==> config.mk <==
export PLATFORM = sky130hd
export DESIGN_NAME = sdbi_core
export DESIGN_NICKNAME = d
export VERILOG_FILES = /design/src/shared/sdbi_pkg.sv /design/src/verilog/sdbi_fifo.sv /design/src/verilog/sdbi_bank_state.sv /design/src/verilog/sdbi_core.sv
export SDC_FILE = /design/constraint.sdc
export NUM_CORES = 1
export LEC_CHECK = 0
export BUFFER_PORTS_ARGS = -buffer_cell sky130_fd_sc_hd__buf_2
export CAP_MARGIN = 20
export CORE_UTILIZATION = 38
export DETAILED_ROUTE_END_ITERATION = 8
export HOLD_SLACK_MARGIN = 0.06
export PLACE_DENSITY = 0.59
export SYNTH_ARGS = -nofsm -noshare
export SYNTH_HDL_FRONTEND = slang
export SYNTH_HIERARCHICAL = 1
export SYNTH_SLANG_ARGS = --single-unit
==> constraint.sdc <==
create_clock -name clk_sys_in -period 3 [get_ports clk_sys_in]
set_input_delay 0.15 -clock clk_sys_in [delete_from_list [all_inputs] [get_ports clk_sys_in]]
set_output_delay 0.15 -clock clk_sys_in [all_outputs]
set_load 0.005 [all_outputs]
==> src/shared/sdbi_pkg.sv <==
// Functional notes
// A new read may follow or cut a read; data keeps flowing without gaps.
// A read command is accepted on any cycle after a previous read.
// Controller may start a write right after the last wanted read data.
// Controller inserts an idle cycle if its drivers could clash with ours.
// Mask raised two clocks before a write suppresses read output drivers.
// A registered write puts data pins in high impedance regardless of mask.
// Mask acts on write inputs with zero latency.
// With latency one, mask is not needed for read to write turnaround.
// A precharge to the same bank ends a read, issued latency minus one early.
// Controller waits the precharge period before commanding that bank again.
// Auto-precharge never shortens a fixed burst and ignores full-page bursts.
// Controller must not interrupt a burst started with auto-precharge.
// Burst terminate ends a read, issued latency minus one cycles early.
// Write data is captured with the command and on each following edge.
// After a completed fixed write the pins stay released, input ignored.
// Full-page bursts run until terminated and wrap the column to zero.
// A new write may cut a write; its coincident data belongs to it.
// A read cutting a write stops all writes from its own edge onward.
// Controller waits write recovery time before precharging after a write.
// Two-clock recovery variant needs at least two clocks before precharge.
// Controller masks data on the precharge edge that cuts a write.
// Read latency may be one, two or three cycles.
// First read data appears latency after the command, then one per cycle.
// Mask high during reads releases the pins two clocks later.
// Write data with mask low is stored; mask high leaves the location alone.
// Controller rounds minimum times up to whole clock cycles.
package sdbi_pkg;
  localparam int DATA_W = 8;
  localparam int COL_W = 9;
  localparam int ROW_W = 11;
  localparam int BANKS = 2;
  localparam int COLS = 512;
  localparam int FIFO_DEPTH = 32;
  localparam int MASK_LAT = 2;
  localparam logic [8:0] COL_LAST = 9'h1FF;
  localparam logic [8:0] COL_ZERO = 9'h000;
  localparam logic [3:0] FULL_PAGE_LEN = 4'h0;
  localparam logic [1:0] CAS_MIN = 2'h1;
  localparam logic [1:0] CAS_MAX = 2'h3;
  localparam logic [3:0] LEN_ZERO = 4'h0;
  localparam logic [DATA_W-1:0] DATA_ZERO = 8'h00;
  typedef enum logic [2:0] {
    SDBI_CMD_NOP,
    SDBI_CMD_READ,
    SDBI_CMD_WRITE,
    SDBI_CMD_PRECHARGE,
    SDBI_CMD_TERMINATE
  } sdbi_cmd_t;
endpackage

==> src/verilog/sdbi_fifo.sv <==
`timescale 1ns/1ps
module sdbi_fifo #(
  parameter int WIDTH = 8,
  parameter int DEPTH = 32
) (
  input wire logic clk_sys_in,
  input wire logic resetn_in,
  input wire logic in_valid_in,
  output logic in_ready_out,
  input wire logic [WIDTH-1:0] in_data_in,
  output logic out_valid_out,
  input wire logic out_ready_in,
  output logic [WIDTH-1:0] out_data_out
);
  localparam int AW = $clog2(DEPTH);
  logic [WIDTH-1:0] mem_reg [DEPTH];
  logic [AW-1:0] wr_ptr_reg;
  logic [AW-1:0] rd_ptr_reg;
  logic [AW:0] count_reg;
  logic push;
  logic pop;

  assign in_ready_out = (count_reg != (AW+1)'(DEPTH));
  assign out_valid_out = (count_reg != '0);
  assign out_data_out = mem_reg[rd_ptr_reg];
  assign push = in_valid_in && in_ready_out;
  assign pop = out_valid_out && out_ready_in;

  always_ff @(posedge clk_sys_in) begin
    if (push) begin
      mem_reg[wr_ptr_reg] <= in_data_in;
    end
  end

  always_ff @(posedge clk_sys_in or negedge resetn_in) begin
    if (!resetn_in) begin
      wr_ptr_reg <= '0;
      rd_ptr_reg <= '0;
      count_reg <= '0;
    end else begin
      if (push) begin
        wr_ptr_reg <= wr_ptr_reg + AW'(1);
      end
      if (pop) begin
        rd_ptr_reg <= rd_ptr_reg + AW'(1);
      end
      count_reg <= count_reg + (AW+1)'(push) - (AW+1)'(pop);
    end
  end
endmodule

==> src/verilog/sdbi_bank_state.sv <==
`timescale 1ns/1ps
module sdbi_bank_state (
  input wire logic clk_sys_in,
  input wire logic resetn_in,
  input wire logic precharge_in,
  input wire logic auto_done_in,
  input wire logic [7:0] precharge_cycles_in,
  output logic busy_out
);
  logic [7:0] cnt_reg;

  // Counts down the precharge period after an explicit or automatic precharge.
  always_ff @(posedge clk_sys_in or negedge resetn_in) begin
    if (!resetn_in) begin
      cnt_reg <= 8'h00;
    end else if (precharge_in || auto_done_in) begin
      cnt_reg <= precharge_cycles_in;
    end else if (cnt_reg != 8'h00) begin
      cnt_reg <= cnt_reg - 8'h01;
    end
  end

  assign busy_out = (cnt_reg != 8'h00);
endmodule

==> src/verilog/sdbi_core.sv <==
`timescale 1ns/1ps
module sdbi_core
  import sdbi_pkg::*;
(
  input wire logic clk_sys_in,
  input wire logic resetn_in,
  input wire logic [2:0] cmd_in,
  input wire logic bank_in,
  input wire logic [COL_W-1:0] col_in,
  input wire logic autoprecharge_select_bit_in,
  input wire logic data_mask_in,
  input wire logic [DATA_W-1:0] dq_in,
  output logic [DATA_W-1:0] dq_out,
  output logic dq_oe_out,
  input wire logic [1:0] cas_latency_setting_in,
  input wire logic [3:0] burst_len_in,
  input wire logic [7:0] precharge_cycles_in,
  output logic wr_valid_out,
  input wire logic wr_ready_in,
  output logic wr_bank_out,
  output logic [COL_W-1:0] wr_col_out,
  output logic [DATA_W-1:0] wr_data_out,
  input wire logic [DATA_W-1:0] rd_data_in,
  output logic rd_bank_out,
  output logic [COL_W-1:0] rd_col_out,
  output logic bank_busy_out,
  output logic cmd_stall_out
);
  localparam int FW = 1 + COL_W + DATA_W;

  logic [2:0] cmd_s1_reg;
  logic [2:0] cmd_s2_reg;
  logic bank_s1_reg;
  logic bank_s2_reg;
  logic [COL_W-1:0] col_s1_reg;
  logic [COL_W-1:0] col_s2_reg;
  logic ap_s1_reg;
  logic ap_s2_reg;
  logic dm_s1_reg;
  logic dm_s2_reg;
  logic [DATA_W-1:0] dq_s1_reg;
  logic [DATA_W-1:0] dq_s2_reg;

  sdbi_cmd_t cmd;
  logic is_read;
  logic is_write;
  logic is_pre;
  logic is_term;

  logic rd_active_reg;
  logic rd_bank_reg;
  logic rd_ap_reg;
  logic [COL_W-1:0] rd_col_reg;
  logic [3:0] rd_left_reg;
  logic wr_active_reg;
  logic wr_bank_reg;
  logic wr_ap_reg;
  logic [COL_W-1:0] wr_col_reg;
  logic [3:0] wr_left_reg;

  logic [2:0] pipe_vld_reg;
  logic [DATA_W-1:0] pipe_dat_reg [3];
  logic [MASK_LAT-1:0] dm_pipe_reg;
  logic [DATA_W-1:0] dq_reg;
  logic dq_oe_reg;

  logic wr_capture;
  logic [COL_W-1:0] cap_col;
  logic cap_bank;
  logic fifo_in_ready;
  logic fifo_out_valid;
  logic [FW-1:0] fifo_out_data;
  logic [1:0] auto_done;
  logic [1:0] busy;
  logic [1:0] pre_bank;
  logic [COL_W-1:0] rd_col_cur;
  logic [1:0] cas_lat;

  // Two-flop synchronisers for every pin input.
  always_ff @(posedge clk_sys_in or negedge resetn_in) begin
    if (!resetn_in) begin
      cmd_s1_reg <= 3'h0;
      cmd_s2_reg <= 3'h0;
      bank_s1_reg <= 1'b0;
      bank_s2_reg <= 1'b0;
      col_s1_reg <= COL_ZERO;
      col_s2_reg <= COL_ZERO;
      ap_s1_reg <= 1'b0;
      ap_s2_reg <= 1'b0;
      dm_s1_reg <= 1'b0;
      dm_s2_reg <= 1'b0;
      dq_s1_reg <= DATA_ZERO;
      dq_s2_reg <= DATA_ZERO;
    end else begin
      cmd_s1_reg <= cmd_in;
      cmd_s2_reg <= cmd_s1_reg;
      bank_s1_reg <= bank_in;
      bank_s2_reg <= bank_s1_reg;
      col_s1_reg <= col_in;
      col_s2_reg <= col_s1_reg;
      ap_s1_reg <= autoprecharge_select_bit_in;
      ap_s2_reg <= ap_s1_reg;
      dm_s1_reg <= data_mask_in;
      dm_s2_reg <= dm_s1_reg;
      dq_s1_reg <= dq_in;
      dq_s2_reg <= dq_s1_reg;
    end
  end

  // Decodes the command; a command is accepted on every cycle.
  always_comb begin
    case (cmd_s2_reg)
      3'h1: cmd = SDBI_CMD_READ;
      3'h2: cmd = SDBI_CMD_WRITE;
      3'h3: cmd = SDBI_CMD_PRECHARGE;
      3'h4: cmd = SDBI_CMD_TERMINATE;
      default: cmd = SDBI_CMD_NOP;
    endcase
  end
  assign is_read = (cmd == SDBI_CMD_READ);
  assign is_write = (cmd == SDBI_CMD_WRITE);
  assign is_pre = (cmd == SDBI_CMD_PRECHARGE);
  assign is_term = (cmd == SDBI_CMD_TERMINATE);

  // Latency setting clamped to one, two or three cycles.
  assign cas_lat = (cas_latency_setting_in < CAS_MIN) ? CAS_MIN :
                   cas_latency_setting_in;

  // Read burst column sequencer.
  always_ff @(posedge clk_sys_in or negedge resetn_in) begin
    if (!resetn_in) begin
      rd_active_reg <= 1'b0;
      rd_bank_reg <= 1'b0;
      rd_ap_reg <= 1'b0;
      rd_col_reg <= COL_ZERO;
      rd_left_reg <= LEN_ZERO;
    end else if (is_read) begin
      // A new read replaces the running one; data continues without a gap.
      rd_active_reg <= 1'b1;
      rd_bank_reg <= bank_s2_reg;
      rd_ap_reg <= ap_s2_reg && (burst_len_in != FULL_PAGE_LEN);
      rd_col_reg <= col_s2_reg + COL_W'(1);
      rd_left_reg <= burst_len_in - 4'h1;
    end else if (is_write || is_term || (is_pre && bank_s2_reg == rd_bank_reg)) begin
      rd_active_reg <= 1'b0; // see R9
    end else if (rd_active_reg) begin
      // Full-page bursts wrap the column and never end by themselves.
      rd_col_reg <= (rd_col_reg == COL_LAST) ? COL_ZERO : rd_col_reg + COL_W'(1);
      if (burst_len_in != FULL_PAGE_LEN) begin
        rd_left_reg <= rd_left_reg - 4'h1;
        if (rd_left_reg == LEN_ZERO) begin
          rd_active_reg <= 1'b0;
        end
      end
    end
  end

  assign rd_col_cur = is_read ? col_s2_reg : rd_col_reg;
  assign rd_col_out = rd_col_cur;
  assign rd_bank_out = is_read ? bank_s2_reg : rd_bank_reg;

  // Read data pipeline: data leaves the array now and reaches the pins after the latency.
  always_ff @(posedge clk_sys_in or negedge resetn_in) begin
    if (!resetn_in) begin
      pipe_vld_reg <= 3'h0;
      pipe_dat_reg[0] <= DATA_ZERO;
      pipe_dat_reg[1] <= DATA_ZERO;
      pipe_dat_reg[2] <= DATA_ZERO;
    end else begin
      pipe_vld_reg[0] <= (is_read || (rd_active_reg && !is_write && !is_term &&
                         !(is_pre && bank_s2_reg == rd_bank_reg) &&
                         !(burst_len_in != FULL_PAGE_LEN && rd_left_reg == LEN_ZERO)));
      pipe_dat_reg[0] <= rd_data_in;
      pipe_vld_reg[2:1] <= pipe_vld_reg[1:0];
      pipe_dat_reg[1] <= pipe_dat_reg[0];
      pipe_dat_reg[2] <= pipe_dat_reg[1];
    end
  end

  // Mask delay line for the output drivers.
  always_ff @(posedge clk_sys_in or negedge resetn_in) begin
    if (!resetn_in) begin
      dm_pipe_reg <= '0;
    end else begin
      dm_pipe_reg <= {dm_pipe_reg[MASK_LAT-2:0], dm_s2_reg}; // see R5
    end
  end

  // Output drivers; a write releases the pins at once.
  always_ff @(posedge clk_sys_in or negedge resetn_in) begin
    if (!resetn_in) begin
      dq_reg <= DATA_ZERO;
      dq_oe_reg <= 1'b0;
    end else begin
      dq_reg <= pipe_dat_reg[cas_lat - 2'h1];
      dq_oe_reg <= pipe_vld_reg[cas_lat - 2'h1] && !dm_pipe_reg[MASK_LAT-1] &&
                   !is_write && !wr_active_reg; // see R6
    end
  end
  assign dq_out = dq_reg;
  assign dq_oe_out = dq_oe_reg;

  // Write burst column sequencer.
  always_ff @(posedge clk_sys_in or negedge resetn_in) begin
    if (!resetn_in) begin
      wr_active_reg <= 1'b0;
      wr_bank_reg <= 1'b0;
      wr_ap_reg <= 1'b0;
      wr_col_reg <= COL_ZERO;
      wr_left_reg <= LEN_ZERO;
    end else if (is_write) begin
      // A new write takes over; its coincident data is its own first element.
      wr_active_reg <= (burst_len_in != 4'h1);
      wr_bank_reg <= bank_s2_reg;
      wr_ap_reg <= ap_s2_reg && (burst_len_in != FULL_PAGE_LEN);
      wr_col_reg <= col_s2_reg + COL_W'(1);
      wr_left_reg <= burst_len_in - 4'h2;
    end else if (is_read || is_term || (is_pre && bank_s2_reg == wr_bank_reg)) begin
      wr_active_reg <= 1'b0;
    end else if (wr_active_reg) begin
      wr_col_reg <= (wr_col_reg == COL_LAST) ? COL_ZERO : wr_col_reg + COL_W'(1);
      if (burst_len_in != FULL_PAGE_LEN) begin
        wr_left_reg <= wr_left_reg - 4'h1;
        if (wr_left_reg == LEN_ZERO) begin
          wr_active_reg <= 1'b0;
        end
      end
    end
  end

  // Capture on the command edge and each later edge, with zero mask latency.
  assign wr_capture = (is_write || (wr_active_reg && !is_read && !is_term &&
                      !(is_pre && bank_s2_reg == wr_bank_reg))) &&
                      !dm_s2_reg; // see R14 see R7
  assign cap_col = is_write ? col_s2_reg : wr_col_reg;
  assign cap_bank = is_write ? bank_s2_reg : wr_bank_reg;

  sdbi_fifo #(
    .WIDTH(FW),
    .DEPTH(FIFO_DEPTH)
  ) u_wr_fifo (
    .clk_sys_in(clk_sys_in),
    .resetn_in(resetn_in),
    .in_valid_in(wr_capture),
    .in_ready_out(fifo_in_ready),
    .in_data_in({cap_bank, cap_col, dq_s2_reg}),
    .out_valid_out(fifo_out_valid),
    .out_ready_in(wr_ready_in),
    .out_data_out(fifo_out_data)
  );

  assign wr_valid_out = fifo_out_valid;
  assign wr_bank_out = fifo_out_data[FW-1];
  assign wr_col_out = fifo_out_data[FW-2 -: COL_W];
  assign wr_data_out = fifo_out_data[DATA_W-1:0];
  assign cmd_stall_out = !fifo_in_ready;

  // Auto-precharge fires when a fixed burst completes, except a single-beat write, as an explicit one would.
  always_comb begin
    auto_done = 2'b00;
    if (rd_active_reg && rd_ap_reg && rd_left_reg == LEN_ZERO) begin
      auto_done[rd_bank_reg] = 1'b1;
    end
    if (wr_active_reg && wr_ap_reg && wr_left_reg == LEN_ZERO) begin
      auto_done[wr_bank_reg] = 1'b1;
    end
    pre_bank = 2'b00;
    if (is_pre) begin
      pre_bank[bank_s2_reg] = 1'b1;
    end
  end

  // Per-bank precharge period timers; the controller sees only their OR on bank_busy_out.
  genvar b;
  generate
    for (b = 0; b < BANKS; b++) begin : g_bank
      sdbi_bank_state u_bank (
        .clk_sys_in(clk_sys_in),
        .resetn_in(resetn_in),
        .precharge_in(pre_bank[b]),
        .auto_done_in(auto_done[b]),
        .precharge_cycles_in(precharge_cycles_in),
        .busy_out(busy[b])
      );
    end
  endgenerate
  assign bank_busy_out = |busy;
endmodule

==> summary.txt <==
Clock network
  • CTS Sinks: 724
  • CTS Buffer Depth: 3
  • Clk root buf: clkbuf_16
  • Worst-path clk slew: 0.05 ns
  • Latest clock arrival within the worst-skew pair: 0.62 ns
  • TritonCTS clock tree: done
  • Max H-tree Level: 3
  • Total CTS buffers: 78

Yosys
  • Yosys reg bits: 724
  • Commonest register cell after synthesis: edfxtp_1
  • Syn Inst Count: 1625
  • Cell Area, Synth: 28720 um^2
  • Netlist cell types: 74
  • Synth warnings: 6
  • Syn avg cell area: 17.67 um^2
  • Ys async rst share: 20.44%
  • EDFF count, synth: 576
  • Seq/Total Area, Yosys: 73.12%
  • Mapped Nets: 1703

Setup path
  • Cell mode on critical path: buf_12
  • Critical path, cell by cell: buf_12, buf_12, mux4_2, a22o_1, a211oi_2, a21oi_1, buf_2
  • Worst EP arrival: 2.79 ns
  • CP max-delay cell: dfrtp_4
  • Critical Path Fanout Max: 10
  • CP delay by family, top: compound AO/OA/AOI/OAI gates
  • WP buf/inv: 3
  • CP peak stage delay: 0.51 ns
  • Setup crit start kind: flop
  • CP Class: reg -> out
  • Critical Path RT: 2.85 ns
  • Critical Path End Type: primary output

Routing
  • Residual DRC count: 0
  • 1st-iter DRT viols: 1330
  • Vias: 15770
  • Drt pass-1 iters: 6
  • WL/cell: 22.61 um
  • Final ANT Viol Nets: 0
  • Post-DR vias/cell: 5.405
  • Post-Route WL: 65950 um

Floorplanning
  • FP Rows: 100
  • CORE AREA: 74570 um^2
  • Die Wd: 276.9 um
  • # IOs: 88
  • Die area: 76680 um^2
  • Initial Util: 38.51%
  • Die Y: 276.9 um

STA
  • Fin. max-slew vios: 0
  • Hold slack: 0.1374 ns
  • Final setup viols: 0
  • Minimum clock period: 2.942 ns
  • Slew margin rel.: 29.57%
  • Setup Total Neg Slack: 0 ns
  • Fmax: 339.9 MHz
  • Endpoints failing hold: 0
  • RSZ-0062 raised after global routing: true
  • Final WS setup: 0.05755 ns
  • Worst-Margin Slew: 1.055 ns
  • Skew final: 0.02903 ns
  • Period utilisation layout: 98.08%

Global routing
  • First-pass GRT wire length: 100400 um
  • Global route overflow: 0
  • Vias in the first global route: 16330
  • GRT Resource Usage Total: 17.28%
  • Largest net degree at the start of global routing: 69
  • Initial antenna violation count: 1

Pwr
  • Leak: 12.17 nW
  • Pwr dens: 900.1 nW/um^2
  • Worst VDD drop: 0.5615 mV

Run
  • Number of max-cap violations: 0

Cells and area
  • Layout Utilization: 46.49%
  • Layout cells sized above 1: 27.62%
  • Final nets: 1966
  • FILL cells: 6357
  • Layout area overhead: 20.71%
  • Multi-input logic area: 7445 um^2
  • Reg area: 21010 um^2
  • N_diodes: 0
  • Max reg flops: 576

Placement
  • Buffers on Ports: 87
  • Detail Placement HPWL: 41170 um
  • GPL Wtd Cong: 0.8077
  • Pre-CTS WS: -0.1122 ns

Worst hold path
  • HP Class: in -> reg

Status
  • Status: finished clean
==> metrics by stage <==
stage / instances / cell area [um^2] / power (mW)
finish: 2917 / 34670 / 31.20
CTS: 2887 / 34220 / 31.05
detailed placement: 2688 / 30880 / 21.13
global route: 2917 / 34670 / 32.63
global placement: 2683 / 30800 / 20.95
floorplan: 1625 / 28770 / 18.05
==> synth_stat cells, drive strengths merged (10+ instances only) <==
cell type / n / area share, %
a21oi: 37 / 0.64
o21ai: 40 / 0.70
mux4: 108 / 8.5
nand3: 18 / 0.31
o22ai: 20 / 0.44
a22oi: 26 / 0.68
nand2: 82 / 1.1
or4: 13 / 0.37
xnor2: 12 / 0.37
a31oi: 29 / 0.63
ha: 29 / 1.3
o221ai: 19 / 0.58
nor3: 10 / 0.17
dfrtp: 148 / 13
mux2i: 82 / 2.9
edfxtp: 576 / 60
a22o: 17 / 0.52
nor2: 79 / 1.0
clkbuf: 39 / 0.51
a211oi: 35 / 0.93
buf: 46 / 1.3
inv: 36 / 0.47
==> path summary, 6_finish.rpt <==
kind	depth (start not counted)	slack, ns	startpoint	endpoint
max	7	0.06	u_wr_fifo/rd_ptr_reg[0]$_DFFE_PN0P_	wr_col_out[1]
min in group asynchronous	3	0.61	resetn_in	cmd_s1_reg[0]$_DFF_PN0_
max reg2reg	9	0.15	cmd_s2_reg[0]$_DFF_PN0_	u_wr_fifo/mem_reg[12][0]$_DFFE_PP_
min	4	0.14	wr_ready_in	u_wr_fifo/rd_ptr_reg[0]$_DFFE_PN0P_
max in group asynchronous	4	1.39	resetn_in	u_wr_fifo/rd_ptr_reg[0]$_DFFE_PN0P_
min reg2reg	0	0.35	col_s1_reg[8]$_DFF_PN0_	col_s2_reg[8]$_DFF_PN0_
==> area by class of cell <==
class | instances | area share, %
Timing Repair Buffer | 268 | 6.749
Tap cell | 969 | 3.497
Clock buffer | 116 | 6.648
Multi-Input combinational cell | 779 | 21.47
Inverter | 37 | 0.4006
Clock inverter | 24 | 0.6316
Sequential cell | 724 | 60.60
==> metal layers <==
layer	vias to the layer above	global-route usage [%]	wire [um]
met5	-	0	12
met4	2	4.801	1293
met3	101	3.071	3989
met2	460	28.34	32300
met1	8188	23.66	28350
li1	7014	-	-
==> cell usage in the layout, fill, tap and decap left out, types with 38 or more instances in the layout <==
master,instances
edfxtp_1,576
dfrtp_1,146
mux4_2,106
buf_4,95
buf_2,86
clkbuf_16,84
nand2_1,82
mux2i_1,82
dlygate4sd3_1,50
nor2_1,45
o21ai_0,38
==> what timing repair did <==
action,4_1_cts,5_1_grt
resized for setup,43,25
buffers inserted,8,22
endpoints found under the setup margin,112,35
pin swaps,4,13
hold buffers,50,0
gates cloned,1,1
endpoints found under the hold margin,181,0
==> cells by family after synthesis <==
logic type,share of synthesized area [%]
fa+ha+maj,1.333
compound gates,6.395
mux,11.41
xor+xnor,0.6404
flops,73.12
buf+inv,2.305
simple gates,4.801
==> worst register-to-register path, stage by stage (launching register included) <==
cell and delay, ns:
dfrtp_1 0.42, buf_4 0.15, buf_4 0.13, nor3b_2 0.24, a21oi_2 0.09, nor2_2 0.14, and2_4 0.21, nand2_1 0.09
buf_4 0.18, nor2_2 0.80
==> report_power, final <==
| part | internal (mW) | leakage, nW | total [mW] | switching, mW |
|---|---|---|---|---|
| combinational | 4.25 | 4.02 | 9.41 | 5.15 |
| sequential | 11.8 | 6.91 | 12.5 | 0.645 |
| clock | 5.44 | 1.23 | 9.30 | 3.86 |
| total | 21.5 | 12.2 | 31.2 | 9.66 |
Power figures use the tool's default switching activity.
